===== config.mk =====
export PLATFORM = sky130hd
export DESIGN_NAME = crp_ctrl
export DESIGN_NICKNAME = d
export VERILOG_FILES = /design/src/rtl/crp_pkg.sv /design/src/rtl/crp_sync.sv /design/src/rtl/crp_ctrl.sv
export VERILOG_INCLUDE_DIRS = /design/src /design/src/rtl
export SDC_FILE = /design/constraint.sdc
export NUM_CORES = 1
export LEC_CHECK = 0
export BUFFER_PORTS_ARGS = -buffer_cell sky130_fd_sc_hd__buf_2
export CORE_AREA = 2 2 95 79
export DETAILED_ROUTE_END_ITERATION = 16
export DIE_AREA = 0 0 97 81
export GPL_ROUTABILITY_DRIVEN = 1
export HOLD_SLACK_MARGIN = 0.06
export PLACE_DENSITY = 0.78
export SLEW_MARGIN = 20
export SYNTH_ARGS = -nofsm -noshare
export SYNTH_HDL_FRONTEND = slang
export SYNTH_SLANG_ARGS = --single-unit

===== constraint.sdc =====
create_clock -name i_clock -period 5.5 [get_ports i_clock]
set_input_delay 0.55 -clock i_clock [delete_from_list [all_inputs] [get_ports i_clock]]
set_output_delay 0.55 -clock i_clock [all_outputs]
set_load 0.02 [all_outputs]

===== src/rtl/crp_map.svh =====
// Constants for the clock, reset and pin-state control block
`ifndef CRP_MAP_SVH
`define CRP_MAP_SVH
`define CRP_BUS_WIDTH       16
`define CRP_RESET_VECTOR    20'hFFFF0
`define CRP_NMI_TYPE        8'h02
`define CRP_WAKE_DEFAULT    16'h0040
`define CRP_DATA_RESET      16'h0000
`define CRP_SYNC_STAGES     2
`endif


===== src/rtl/crp_pkg.sv =====
// Types for the clock, reset and pin-state control block
package crp_pkg;
   // Bus cycle phase sequencer
   typedef enum logic [2:0] {
      CRP_IDLE,
      CRP_ADDR,
      CRP_DATA,
      CRP_HOLD,
      CRP_WAIT,
      CRP_PDOWN,
      CRP_WAKE
   } crp_phase_t;
endpackage : crp_pkg


===== src/rtl/crp_sync.sv =====
// Two-stage synchroniser for asynchronous level inputs
`timescale 1ns/1ps
module crp_sync #(
   parameter int               WIDTH = 2,
   parameter logic [WIDTH-1:0] INIT  = {WIDTH{1'b0}}   // Level each bit wakes up at
) (
   // Clock and reset
   input  wire logic             i_clock,
   input  wire logic             i_rst_n,
   // Raw and synchronised levels
   input  wire logic [WIDTH-1:0] i_async,
   output logic      [WIDTH-1:0] o_sync
);
   logic [WIDTH-1:0] meta_reg;   // First stage, read only by second
   logic [WIDTH-1:0] sync_reg;   // Second stage

   ////////////////////////////////////////////////////////////////////////
   // Per-bit chain; reset to the chosen start level of each input
   genvar b;
   generate
      for (b = 0; b < WIDTH; b++)
      begin : g_bit
         always_ff @(posedge i_clock or negedge i_rst_n)
         begin
            if (!i_rst_n)
            begin
               meta_reg[b] <= INIT[b];
               sync_reg[b] <= INIT[b];
            end
            else
            begin
               meta_reg[b] <= i_async[b];
               sync_reg[b] <= meta_reg[b];
            end
         end
      end
   endgenerate

   // Second stage only; the first never leaves this module
   assign o_sync = sync_reg;
endmodule : crp_sync


===== src/rtl/crp_ctrl.sv =====
// Clock, reset and pin-state control for the embedded processor
//
// Behaviour
// - Output clock is half input, 50% duty
// - Reset indicator follows reset request
// - Release realigns clock, fetches from reset vector
// - NMI edge latched, serviced as type two
// - Wait instruction stalls until release input low
// - Address phase then data phase on bus
// - Bus floats while hold acknowledged
// - Bus floats in reset, holds in powerdown
// - Clock outputs keep running in hold/reset/powerdown; divided clock held low in float mode
// - Wake delay after powerdown; timer pin states
// - Crystal drive stays active in float mode
// - Address strobe pulses during address phase
// - Test pin low in reset selects float mode
`timescale 1ns/1ps
`include "crp_map.svh"
module crp_ctrl #(
   parameter int         BUS_WIDTH  = `CRP_BUS_WIDTH,
   parameter logic [15:0] WAKE_COUNT = `CRP_WAKE_DEFAULT
) (
   // Clock and reset
   input  wire logic                 i_clock,
   input  wire logic                 i_rst_n,
   // Asynchronous processor inputs
   input  wire logic                 i_reset_request_in_n,
   input  wire logic                 i_nonmaskable_irq_in,
   input  wire logic                 i_wait_release_in,
   input  wire logic                 i_test_pin_n,
   // Core-side requests
   input  wire logic                 i_bus_req,
   input  wire logic                 i_bus_write,
   input  wire logic [19:0]          i_bus_addr,
   input  wire logic [BUS_WIDTH-1:0] i_bus_wdata,
   input  wire logic                 i_hold_req,
   input  wire logic                 i_wait_instr,
   input  wire logic                 i_pdown_req,
   input  wire logic                 i_wake_req,
   input  wire logic                 i_nmi_ack,
   // Clock outputs
   output logic                      o_divided_clock_out,
   output logic                      o_crystal_drive_out,
   // Reset and core status
   output logic                      o_reset_indicate_out,
   output logic                      o_fetch_start,
   output logic [19:0]               o_fetch_addr,
   output logic                      o_nmi_pending,
   output logic [7:0]                o_nmi_type,
   output logic                      o_stall,
   output logic                      o_hold_ack,
   output logic                      o_pin_float_test_mode,
   // Multiplexed bus
   output logic [BUS_WIDTH-1:0]      o_addr_data_bus,
   output logic                      o_addr_data_bus_oe,
   input  wire logic [BUS_WIDTH-1:0] i_addr_data_bus,
   output logic [BUS_WIDTH-1:0]      o_bus_rdata,
   output logic                      o_address_strobe,
   // Wake delay timer pin
   output logic                      o_wake_delay_timer_pin,
   output logic                      o_wake_delay_timer_pin_oe
);

   ////////////////////////////////////////////////////////////////////////
   // Synchronised inputs
   logic [1:0] sync_w;              // {nmi, reset request}
   logic       rst_req_s;           // Synchronous active-low reset request
   logic       nmi_s;               // Synchronous NMI level

   // Both bits wake up low: the request reads as active, so the block
   // starts in reset, and the interrupt reads idle, so no false edge
   crp_sync #(.WIDTH(2), .INIT(2'h0)) u_sync (
      .i_clock (i_clock),
      .i_rst_n (i_rst_n),
      .i_async ({i_nonmaskable_irq_in, i_reset_request_in_n}),
      .o_sync  (sync_w)
   );
   assign rst_req_s = sync_w[0];
   assign nmi_s     = sync_w[1];

   ////////////////////////////////////////////////////////////////////////
   // State and registers
   crp_pkg::crp_phase_t      phase_reg, phase_next;
   logic                     in_reset_reg;   // Reset state held
   logic                     float_mode_reg; // Float test mode latched
   logic                     stall_reg;      // Wait phase shown to the core
   logic                     hold_ack_reg;   // Hold phase shown to the bus master
   logic                     nmi_prev_reg;   // Edge detect history
   logic                     nmi_pend_reg;   // Latched NMI
   logic [BUS_WIDTH-1:0]     bus_out_reg;    // Driven bus value
   logic                     bus_oe_reg;
   logic                     ale_reg;
   logic [15:0]              wake_cnt_reg;
   logic                     fetch_reg;
   logic [BUS_WIDTH-1:0]     rdata_reg;
   logic                     clk_out_reg;    // Half-rate clock pin copy
   logic                     osc_reg;        // Crystal drive, never gated
   logic                     timer_oe_reg;   // Wake timer pin enable
   logic                     timer_pin_reg;  // Wake timer pin level

   // Decodes
   wire reset_now   = !rst_req_s;
   wire release_now = in_reset_reg && rst_req_s;
   wire nmi_rise    = nmi_s && !nmi_prev_reg;
   wire drive_ok    = !float_mode_reg;
   wire [BUS_WIDTH-1:0] addr_low = i_bus_addr[BUS_WIDTH-1:0];
   wire enter_wait  = phase_next == crp_pkg::CRP_WAIT;   // Stall from the same edge
   wire enter_hold  = phase_next == crp_pkg::CRP_HOLD;   // Ack with the bus release

   ////////////////////////////////////////////////////////////////////////
   // Half-rate clock: one toggle each input-clock falling edge, so the
   // level is held a full input period high and low. It keeps running in
   // reset, hold and powerdown; only a reset-request release restarts its
   // phase, so the first fetch after reset sees a known clock alignment.
   logic div_reg;        // Free-running half-rate phase
   logic req_seen_reg;   // Request level seen on the last falling edge
   wire  realign  = rst_req_s && !req_seen_reg;    // Release just seen
   wire  div_next = realign ? 1'b0 : ~div_reg;
   always_ff @(negedge i_clock or negedge i_rst_n)
   begin
      if (!i_rst_n)
      begin
         div_reg      <= 1'b0;
         req_seen_reg <= 1'b0;
         clk_out_reg  <= 1'b0;
      end
      else
      begin
         req_seen_reg <= rst_req_s;
         div_reg      <= div_next;
         clk_out_reg  <= div_next && drive_ok;     // Low while pins float
      end
   end

   ////////////////////////////////////////////////////////////////////////
   // Phase sequencer
   always_comb
   begin
      phase_next = phase_reg;
      unique case (phase_reg)
         crp_pkg::CRP_IDLE:
            if (i_hold_req)
               phase_next = crp_pkg::CRP_HOLD;
            else if (i_pdown_req)
               phase_next = crp_pkg::CRP_PDOWN;
            else if (i_wait_instr)
               phase_next = crp_pkg::CRP_WAIT;
            else if (i_bus_req)
               phase_next = crp_pkg::CRP_ADDR;
         crp_pkg::CRP_ADDR:
            phase_next = crp_pkg::CRP_DATA;
         crp_pkg::CRP_DATA:
            phase_next = crp_pkg::CRP_IDLE;
         crp_pkg::CRP_HOLD:
            if (!i_hold_req)
               phase_next = crp_pkg::CRP_IDLE;
         crp_pkg::CRP_WAIT:
            if (!i_wait_release_in)
               phase_next = crp_pkg::CRP_IDLE;
         crp_pkg::CRP_PDOWN:
            if (i_wake_req)
               phase_next = crp_pkg::CRP_WAKE;
         crp_pkg::CRP_WAKE:
            if (wake_cnt_reg == 16'h0000)
               phase_next = crp_pkg::CRP_IDLE;
      endcase
   end

   ////////////////////////////////////////////////////////////////////////
   // Phase, reset flag and float-mode latch
   always_ff @(posedge i_clock or negedge i_rst_n)
   begin
      if (!i_rst_n)
      begin
         phase_reg      <= crp_pkg::CRP_IDLE;
         in_reset_reg   <= 1'b1;
         float_mode_reg <= 1'b0;
         stall_reg      <= 1'b0;
         hold_ack_reg   <= 1'b0;
      end
      else if (reset_now)
      begin
         phase_reg      <= crp_pkg::CRP_IDLE;
         in_reset_reg   <= 1'b1;
         float_mode_reg <= !i_test_pin_n;
         stall_reg      <= 1'b0;
         hold_ack_reg   <= 1'b0;
      end
      else
      begin
         phase_reg      <= phase_next;
         in_reset_reg   <= 1'b0;
         stall_reg      <= enter_wait;
         hold_ack_reg   <= enter_hold;
      end
   end

   ////////////////////////////////////////////////////////////////////////
   // NMI latch; new edge wins over acknowledge
   always_ff @(posedge i_clock or negedge i_rst_n)
   begin
      if (!i_rst_n)
      begin
         nmi_prev_reg <= 1'b0;
         nmi_pend_reg <= 1'b0;
      end
      else
      begin
         nmi_prev_reg <= nmi_s;
         if (reset_now)
            nmi_pend_reg <= 1'b0;
         else if (nmi_rise)
            nmi_pend_reg <= 1'b1;
         else if (i_nmi_ack)
            nmi_pend_reg <= 1'b0;
      end
   end

   ////////////////////////////////////////////////////////////////////////
   // Wake delay counter, reloaded every cycle in powerdown
   always_ff @(posedge i_clock or negedge i_rst_n)
   begin
      if (!i_rst_n)
         wake_cnt_reg <= 16'h0000;
      else if (phase_reg == crp_pkg::CRP_PDOWN)
         wake_cnt_reg <= WAKE_COUNT;
      else if (phase_reg == crp_pkg::CRP_WAKE && wake_cnt_reg != 16'h0000)
         wake_cnt_reg <= wake_cnt_reg - 16'h0001;
   end

   ////////////////////////////////////////////////////////////////////////
   // Bus pins: float in reset/hold/test mode, hold value in powerdown
   wire in_pdown = phase_reg == crp_pkg::CRP_PDOWN || phase_reg == crp_pkg::CRP_WAKE;
   always_ff @(posedge i_clock or negedge i_rst_n)
   begin
      if (!i_rst_n)
      begin
         bus_out_reg <= `CRP_DATA_RESET;
         bus_oe_reg  <= 1'b0;
         ale_reg     <= 1'b0;
         rdata_reg   <= `CRP_DATA_RESET;
      end
      else if (reset_now || float_mode_reg)
      begin
         bus_oe_reg <= 1'b0;
         ale_reg    <= 1'b0;
      end
      else if (phase_next == crp_pkg::CRP_HOLD)
      begin
         bus_oe_reg <= 1'b0;
         ale_reg    <= 1'b0;
      end
      else if (phase_next == crp_pkg::CRP_ADDR)
      begin
         bus_out_reg <= addr_low;
         bus_oe_reg  <= 1'b1;
         ale_reg     <= 1'b1;
      end
      else if (phase_next == crp_pkg::CRP_DATA)
      begin
         bus_out_reg <= i_bus_wdata;
         bus_oe_reg  <= i_bus_write;
         ale_reg     <= 1'b0;
      end
      else if (!in_pdown)
      begin
         if (phase_reg == crp_pkg::CRP_DATA && !i_bus_write)
            rdata_reg <= i_addr_data_bus;
         ale_reg <= 1'b0;
      end
      // Powerdown: all bus state simply held
   end

   ////////////////////////////////////////////////////////////////////////
   // Crystal drive, wake timer pin and fetch pulse
   always_ff @(posedge i_clock or negedge i_rst_n)
   begin
      if (!i_rst_n)
      begin
         osc_reg       <= 1'b0;
         timer_oe_reg  <= 1'b0;
         timer_pin_reg <= 1'b0;
         fetch_reg     <= 1'b0;
      end
      else
      begin
         osc_reg       <= ~osc_reg;
         timer_oe_reg  <= !reset_now && drive_ok && in_pdown;
         timer_pin_reg <= in_pdown;              // High whenever enabled
         fetch_reg     <= release_now;
      end
   end

   ////////////////////////////////////////////////////////////////////////
   // Outputs
   assign o_divided_clock_out       = clk_out_reg;
   assign o_crystal_drive_out       = osc_reg;
   assign o_reset_indicate_out      = in_reset_reg;
   assign o_fetch_start             = fetch_reg;
   assign o_fetch_addr              = `CRP_RESET_VECTOR;
   assign o_nmi_pending             = nmi_pend_reg;
   assign o_nmi_type                = `CRP_NMI_TYPE;
   assign o_stall                   = stall_reg;
   assign o_hold_ack                = hold_ack_reg;
   assign o_pin_float_test_mode     = float_mode_reg;
   assign o_addr_data_bus           = bus_out_reg;
   assign o_addr_data_bus_oe        = bus_oe_reg;
   assign o_bus_rdata               = rdata_reg;
   assign o_address_strobe          = ale_reg;
   assign o_wake_delay_timer_pin    = timer_pin_reg;
   assign o_wake_delay_timer_pin_oe = timer_oe_reg;
endmodule : crp_ctrl


Word level (Yosys, flattened, before mapping) --
Cells that the tools add are included.
Storage, ports and cells: flip-flop bits (word level) 70, input bits 65, output and inout bits 72, logic and storage cells 97
Cells by class: add/subtract/negate cells 1, eq/ne operators 12, muxes and demuxes 30, bitwise gates (word level) 7, reductions and logical operators 24
Operators by type and width (number):
- $mux W16 | 4
- $mux W3 | 9
- $pmux W3 S7 | 1
- $logic_not A16 Y1 | 1
- $mux W1 | 16
- $reduce_bool A16 Y1 | 1
- $sub A16 B1 Y16 const B | 1
- $eq A3 B2 Y1 const B | 4
- $eq A3 B3 Y1 const B | 4
- $logic_and A1 B1 Y1 | 8
- $not A1 Y1 | 7
- $eq A3 B1 Y1 const B | 2
- $logic_not A1 Y1 | 6
- $reduce_and A6 Y1 | 1
- $ne A5 B2 Y1 const B | 1
- $reduce_bool A2 Y1 | 2
- $reduce_bool A4 Y1 | 1
- $logic_not A3 Y1 | 1
- $ne A3 B3 Y1 const B | 1
- $reduce_and A3 Y1 | 1
- $logic_or A1 B1 Y1 | 2

Depth between registers and ports, before layout --
Gate-level depths: netlist of the first run.
depth in word-level cells 10, gate-level depth with buffers 9

Modules after synthesis --
Synthesis of the first run repeated with hierarchy kept, for this count alone.
Second synthesis, totals: cell total of the unflattened synthesis 285, area, all modules 3367.0 um^2
Modules (own cells, without submodules):
- crp_ctrl | times used 1, cells an instance 281, area an instance 3266.9 um^2
- crp_sync | times used 1, cells an instance 4, area an instance 100.1 um^2

==> results.txt, run 1 <==
The final-layout setup total negative slack is 0 ns. The H-tree depth reported by CTS came out at 3. The clock latency at the later pin of the worst-skew pair is around 0.34 ns. The DRC violation count after routing is 0. The average wire per standard cell is 14.3 um.

The number of synthesized flops with an enable pin is 0. The power density relative to cell area is roughly 500 nW/um2. During synthesis, Yosys emitted a total of 0 warnings. The starting density of the core is 47.8%. The max-cap violation count is 0. In this run, CTS created clock tree buffers numbering 9. The smallest hold slack is approximately 0.24 ns. The worst ir drop on vdd is roughly 0.00034 V. The number of optimization iterations in the first detailed-route pass is 4.

The critical path is of the register to output port type. The via count of the first global-routing pass came out at 2353. Leaving out fill and tap cells, the most frequent cells in the layout are sky130_fd_sc_hd__buf_2, sky130_fd_sc_hd__dfrtp_1, sky130_fd_sc_hd__conb_1. Among all flip-flop cells after synthesis, the most frequent one is sky130_fd_sc_hd__dfrtp_1. The placeable core area came out at around 7000 um2. Setup repair after global routing left no endpoint under its margin. Global routing used 17.9% of the available tracks across all layers. The starting DRC count in detailed routing is ~110.

The total of cells resized after clock tree synthesis came out at 0. Entering global routing, the biggest net connects 41 pins. For this run, the register share of the synthesized area comes to 52.1%.

The post-route antenna net violation count came out at 0. The maximum single-stage delay on the critical path is around 0.38 ns. The cell count after synthesis came out at 285. The remaining global-route overflow is 0. The cell area after technology mapping came out at between 3000 and 4000 um2. The largest individual stage delay along the critical path comes from the cell sky130_fd_sc_hd__dfrtn_1. The final wirelength is between 6000 and 7000 um. The measured slew at the worst slew-check pin came out at 0.860 ns. The die area came out at between 7000 and 8000 um2. 0 antenna diodes ended up in the layout. Port buffering added approximately 100 buffers.

The setup skew after layout is 0.0124 ns. The count of endpoints failing setup in the final report is 0. The via count normalized by instance count came out at 5.05. After floorplanning, the core was divided into 28 placement rows. The critical path buffer and inverter count is 1.

The number of antenna violations at the first check in global routing came to 0. The cell family contributing the most delay on the critical path is flip-flops. The share of flip-flops with an asynchronous set or reset came out at between 90% and 100%.

After filler insertion, the fill cell instance count of the layout stands at slightly below 600. The buffer depth of the longest clock path is 2. The HPWL after detailed placement is 4950 um. The vertical die dimension came out at 81 um. After synthesis, the mean cell area works out to 11.8 um2. For the worst setup path, the data required time is 4.95 ns.

STA classifies the critical path startpoint as a register. The TritonCTS clock tree is yes. The final route contains roughly 2.4k vias.

The number of hold violations in the final report is 0. Leaving out fill and tap cells, the most frequent cell in the layout is sky130_fd_sc_hd__buf_2. The clock sink count is 70. At the end of the flow, the number of nets in the layout was between 400 and 500. The horizontal extent of the die is just under 100 um. The post-cts hold buffer count is 0. The min-delay analysis places its worst path in the category primary input to asynchronous set/reset pin. At the end of routability-driven placement, the weighted congestion stood at a little over 0.8.

The post-CTS repair timing setup buffer count came out at 0. The number of ports placed on the die boundary came out at 137. Walking the worst path, the cells encountered are buf_2.

Along the worst path, the maximum fanout reaches 1. The clock root buffer master is sky130_fd_sc_hd__clkbuf_8. Clock-pin slew was measured on the worst setup and hold paths at 0.08 ns. The run finished with clean final reports. The data arrival time of the critical path came out at roughly 3.6 ns. Of the cells placed in the final design, the portion with a size suffix greater than 1 is 42.1%. Summed over all cells, the static leakage comes to between 1.5 and 2 nW. In this run, distinct cell masters in the synthesized netlist total slightly above 60.

Compared with the post-synthesis result, the final layout area differs by 19.8%. The number of slew-limit violations in the final report is 0. The register bit total from synthesis is 70.

The tightest slew margin relative to the limit is 42.4%. The global-route wire length before repair came out at 11200 um. The worst setup path is captured at an output port.
final cells by class:
type                            count  area [um2]  area share (%)
Clock buffer                        9         124            3.07
Clock inverter                      7        97.6            2.42
Inverter                            6        22.5           0.558
Multi-Input combinational cell    197        1400            34.6
Sequential cell                    70        1750            43.4
Tap cell                           90         113            2.79
Timing Repair Buffer              105         528            13.1
cell families (layout without fill, tap and decap cells):
kind of cell / after synthesis / count (layout) / share of synthesized area (%)
AOI/OAI and AO/OA: 41 / 41 / 11.6
xor gates and xnor gates: 13 / 13 / 3.38
adders and majority gates: 1 / 1 / 0.372
buffers and inverters: 44 / 127 / 9.33
DFF: 70 / 70 / 52.1
muxes: 16 / 16 / 5.35
other: 2 / 28 / 0.223
and+or+nand+nor: 98 / 98 / 17.7
metrics by stage:
stage / instance area, um2 / power [W] / worst slack (ns) / util (%) / std cells
CTS: 4040 / 0.00205 / 1.31 / 57.3 / 484
global route: 4040 / 0.00215 / 1.29 / 57.3 / 484
detailed placement: 3810 / 0.00158 / 1.68 / 54.2 / 468
global placement: 3810 / 0.00156 / 1.68 / 54.2 / 468
finish: 4040 / 0.00203 / 1.33 / 57.3 / 484
floorplan: 3460 / 0.00136 / 1.73 / - / 311
synth_stat cells (6+ instances only):
cell type                 count  area share, %
sky130_fd_sc_hd__buf_4       29            6.5
sky130_fd_sc_hd__dfrtp_1     66             49
sky130_fd_sc_hd__inv_1        6           0.67
sky130_fd_sc_hd__mux2_2      15            5.0
sky130_fd_sc_hd__nand2_1      6           0.67
sky130_fd_sc_hd__nand3_1      8            1.2
sky130_fd_sc_hd__nor2_1      22            2.5
sky130_fd_sc_hd__nor3_1       7            1.0
sky130_fd_sc_hd__o221a_1     16            5.4
sky130_fd_sc_hd__or3_1        8            1.5
sky130_fd_sc_hd__or3_2       11            2.5
sky130_fd_sc_hd__xnor2_1      9            2.3
metal layers:
layer	routed length, um	track usage (%)	share of wire (%)
met3	524	5.34	7.5
met5	0	0	0
met2	3210	28.7	46
met1	3100	23.1	45
met4	101	7.18	1.5
final timing paths:
kind | from | end | slack, ns | depth (start not counted)
setup / recovery | o_divided_clock_out$_DFF_NN0_ | o_divided_clock_out | 1.33 | 1
hold / removal | i_rst_n | o_addr_data_bus[4]$_DFFE_PN0P_ | 0.24 | 1
setup reg to reg | u_sync.o_sync[0]$_DFF_PN0_ | o_divided_clock_out$_DFF_NN0_ | 1.91 | 2
min in group i_clock | i_reset_request_in_n | u_sync.meta_reg[0]$_DFF_PN0_ | 0.31 | 1
max in group asynchronous | i_rst_n | div_reg$_DFF_NN0_ | 2.15 | 1
hold reg to reg | u_sync.meta_reg[1]$_DFF_PN0_ | u_sync.o_sync[1]$_DFF_PN0_ | 0.35 | 0
power by group:
part	internal, W	switching (W)	total [W]
Combinational	0.000321	0.000428	0.000749
Clock	0.000257	0.000201	0.000458
Sequential	0.000692	0.000132	0.000824
No activity file was read; power rests on OpenSTA's default activity.
==> run 2, diff against run 1 <==
--- a/config.mk
+++ b/config.mk
@@ -7,12 +7,12 @@
 export NUM_CORES = 1
 export LEC_CHECK = 0
 export BUFFER_PORTS_ARGS = -buffer_cell sky130_fd_sc_hd__buf_2
-export CORE_AREA = 2 2 95 79
+export CORE_AREA = 2 2 97 80
 export DETAILED_ROUTE_END_ITERATION = 16
-export DIE_AREA = 0 0 97 81
+export DIE_AREA = 0 0 99 82
 export GPL_ROUTABILITY_DRIVEN = 1
 export HOLD_SLACK_MARGIN = 0.06
-export PLACE_DENSITY = 0.78
+export PLACE_DENSITY = 0.76
 export SLEW_MARGIN = 20
 export SYNTH_ARGS = -nofsm -noshare
 export SYNTH_HDL_FRONTEND = slang
==> constraint.sdc (replaced) <==
create_clock -name i_clock -period 4.1 [get_ports i_clock]
set_input_delay 0.41 -clock i_clock [delete_from_list [all_inputs] [get_ports i_clock]]
set_output_delay 0.41 -clock i_clock [all_outputs]
set_load 0.02 [all_outputs]
==> run 2 against run 1 <==
Register-to-register slack worse by 0.77 ns. Critical path depth unchanged. Sequential cell count unchanged. Wire length up 1.3%. Clock skew up 0.00062 ns. Critical endpoint unchanged. Via count up 0.90%. Final cell count up 0.21%. First-iteration DRC count down 39%. Core utilization down 1.3 points. Global-route usage down 0.20 points.
==> results.txt, run 2 (same netlist as run 1, synthesis figures left out) <==
The via count of the first global-routing pass is about 2.4k. The leakage component of the power is ~1.9 nW. The number of optimization iterations in the first detailed-route pass is 4. The signal on the critical path passes through buf_2. The total of buffers placed on input and output ports came out at roughly 100. The net total in the final layout came out at roughly 460.

The first global-routing pass estimated between 10000 and 15000 um of wire. Grouping stages by cell kind, the critical path spends the most delay in flip-flops. The horizontal extent of the die came out at just under 100 um. The global placer's final weighted congestion is about 0.76.

The via count is ~2.5k. The die area is 8120 um2. Dividing the detail-routed wire length by the instance count gives 14.5 um.

The overall track demand over capacity in global routing came out at 17.7%. Counting along the longest clock path gives a buffer depth of 2. The HPWL after detailed placement came out at between 5000 and 6000 um. The critical path in this run is classified as register to output port. The starting DRC count in detailed routing came out at 69. The library cell used most frequently in the layout, excluding fill and tap cells, is sky130_fd_sc_hd__buf_2. The hold path startpoint is i_reset_request_in_n. In this run the core area contains 28 standard-cell rows. The class of the tightest hold or removal check is primary input to register. between 100 and 150 I/O pins were placed.

The antenna cell count came out at 0. The number of slew-limit violations in the final report came out at 0. Counting every sink on the clock net gives 70. Clock-pin slew was measured on the worst setup and hold paths at 0.08 ns. The data arrival time of the critical path is roughly 3 ns.

The post-route antenna net violation count is 0. STA classifies the critical path startpoint as a register. Setup repair after global routing left no endpoint under its margin.

The largest fanout on the critical path came out at 1. TritonCTS built the clock tree. The number of antenna violations at the first check in global routing is 0. The run finished with clean final reports. After routing, the total negative slack on setup checks comes to 0 ns. The via count normalized by instance count came out at slightly above 5. Along the worst hold path, the cell count comes to 1. The final wirelength came out at roughly 7000 um. Summing all flip-flop and latch instances after layout gives 1750 um2. The maximum single-stage delay on the critical path came out at just under 0.4 ns.

The number of filler instances in the final layout came out at about 650. The remaining global-route overflow is 0. The layout overhead on the synthesized area is 19.4%. For the worst flop-to-flop path, the logic depth is 2. The H-tree depth reported by CTS came out at 3. Measured against its own limit, the worst slew margin works out to 37.8%. CTS placed an instance of sky130_fd_sc_hd__clkbuf_8 at the clock tree root. The largest individual stage delay along the critical path comes from the cell sky130_fd_sc_hd__dfrtn_1. STA classifies the critical path endpoint as an output port. After clock tree synthesis, the repair step resized 0 gates. The floorplan step set the die height to roughly 82 um.

The number of hold violations in the final report is 0. The critical path buffer and inverter count is 1. The placeable core area came out at a little over 7000 um2. The setup skew after layout came out at roughly 0.013 ns.

In this run the critical register-to-register path is launched from u_sync.o_sync[0]$_DFF_PN0_. The maximum number of pins on one net before global-route repair is 55. The total power after layout came out at ~0.0027 W. The smallest hold slack came out at about 0.17 ns. The endpoint of the worst hold-timing path is u_sync.meta_reg[0]$_DFF_PN0_. The starting density of the core is between 40% and 50%. The max-cap violation count is 0. After detailed routing, the number of remaining DRC violations is 0. Power spread over the standard cell area amounts to between 600 and 700 nW/um2.

The TritonCTS buffer count came out at 9. The critical path data required time is ~3.7 ns. The ratio of cells with drive above 1 in the final layout is roughly two fifths. Across the VDD grid, the largest voltage drop is between 0.0003 and 0.0004 V. Setup violations remaining at the end of the flow were counted as 0. The measured slew at the worst slew-check pin came out at about 0.93 ns. The worst register-to-register path ends at o_divided_clock_out$_DFF_NN0_. For flop-to-flop paths, the worst setup slack is roughly 1.1 ns. The top cell types in the final layout, fill and taps aside, are sky130_fd_sc_hd__buf_2, sky130_fd_sc_hd__dfrtp_1, sky130_fd_sc_hd__conb_1.

The clock latency at the later pin of the worst-skew pair is 0.34 ns. The area used by multi-input combinational logic is 1400 um2.
## run 2: changes by cell type in the layout (fill, tap and decap cells not counted)
cell / before / now
sky130_fd_sc_hd__clkinvlp_4: 2 / 0
sky130_fd_sc_hd__clkbuf_1: 0 / 1
sky130_fd_sc_hd__clkinv_4: 1 / 3
sky130_fd_sc_hd__dlygate4sd3_1: 0 / 1
sky130_fd_sc_hd__bufinv_16: 2 / 1
## run 2: metrics by stage
step                      cell area (um2)  std cells  util (%)  worst slack [ns]
after global routing                 4020        485      56.0             0.729
after detailed placement             3810        468      53.1              1.13
after floorplan                      3460        311         -              1.17
after global placement               3810        468      53.1              1.11
after CTS                            4020        485      56.0             0.748
final                                4020        485      56.0             0.763
## run 2: area by class of cell
class                   instances  share of cell area, %
clock buffers                  10                   3.17
clock inverters                 6                   1.74
inverters                       6                  0.560
multi-input cells             197                   34.8
flip-flops and latches         70                   43.6
well taps                      90                   2.80
repair buffers                106                   13.4
## run 2: timing repair
action                    4_1_cts  5_1_grt
hold endpoints to repair       13        0
buffers inserted                0        0
hold buffers                    1        0
## run 2: worst max path at each step
stage	cells after the start	to	slack (ns)	startpoint
final	1	o_divided_clock_out	0.76	o_divided_clock_out$_DFF_NN0_
after global routing	1	o_divided_clock_out	0.73	o_divided_clock_out$_DFF_NN0_
after CTS	1	o_divided_clock_out	0.75	o_divided_clock_out$_DFF_NN0_
after detailed placement	1	o_divided_clock_out	1.13	o_divided_clock_out$_DFF_NN0_
after global placement	1	o_divided_clock_out	1.11	o_divided_clock_out$_DFF_NN0_
after floorplan	0	o_divided_clock_out	1.17	o_divided_clock_out$_DFF_NN0_
## run 2: power by group
| group | internal, W | switching, W |
|---|---|---|
| clock | 0.000285 | 0.000262 |
| combinational | 0.000431 | 0.000574 |
| sequential | 0.000929 | 0.000172 |
| total | 0.00165 | 0.00101 |
## run 2: metal layers
metal	track usage, %	vias up	wire length, um
met2	27.7	84	3270
met5	0	-	0
met3	5.36	9	463
met1	23.2	1194	3190
met4	6.85	0	102
li1	-	1178	-
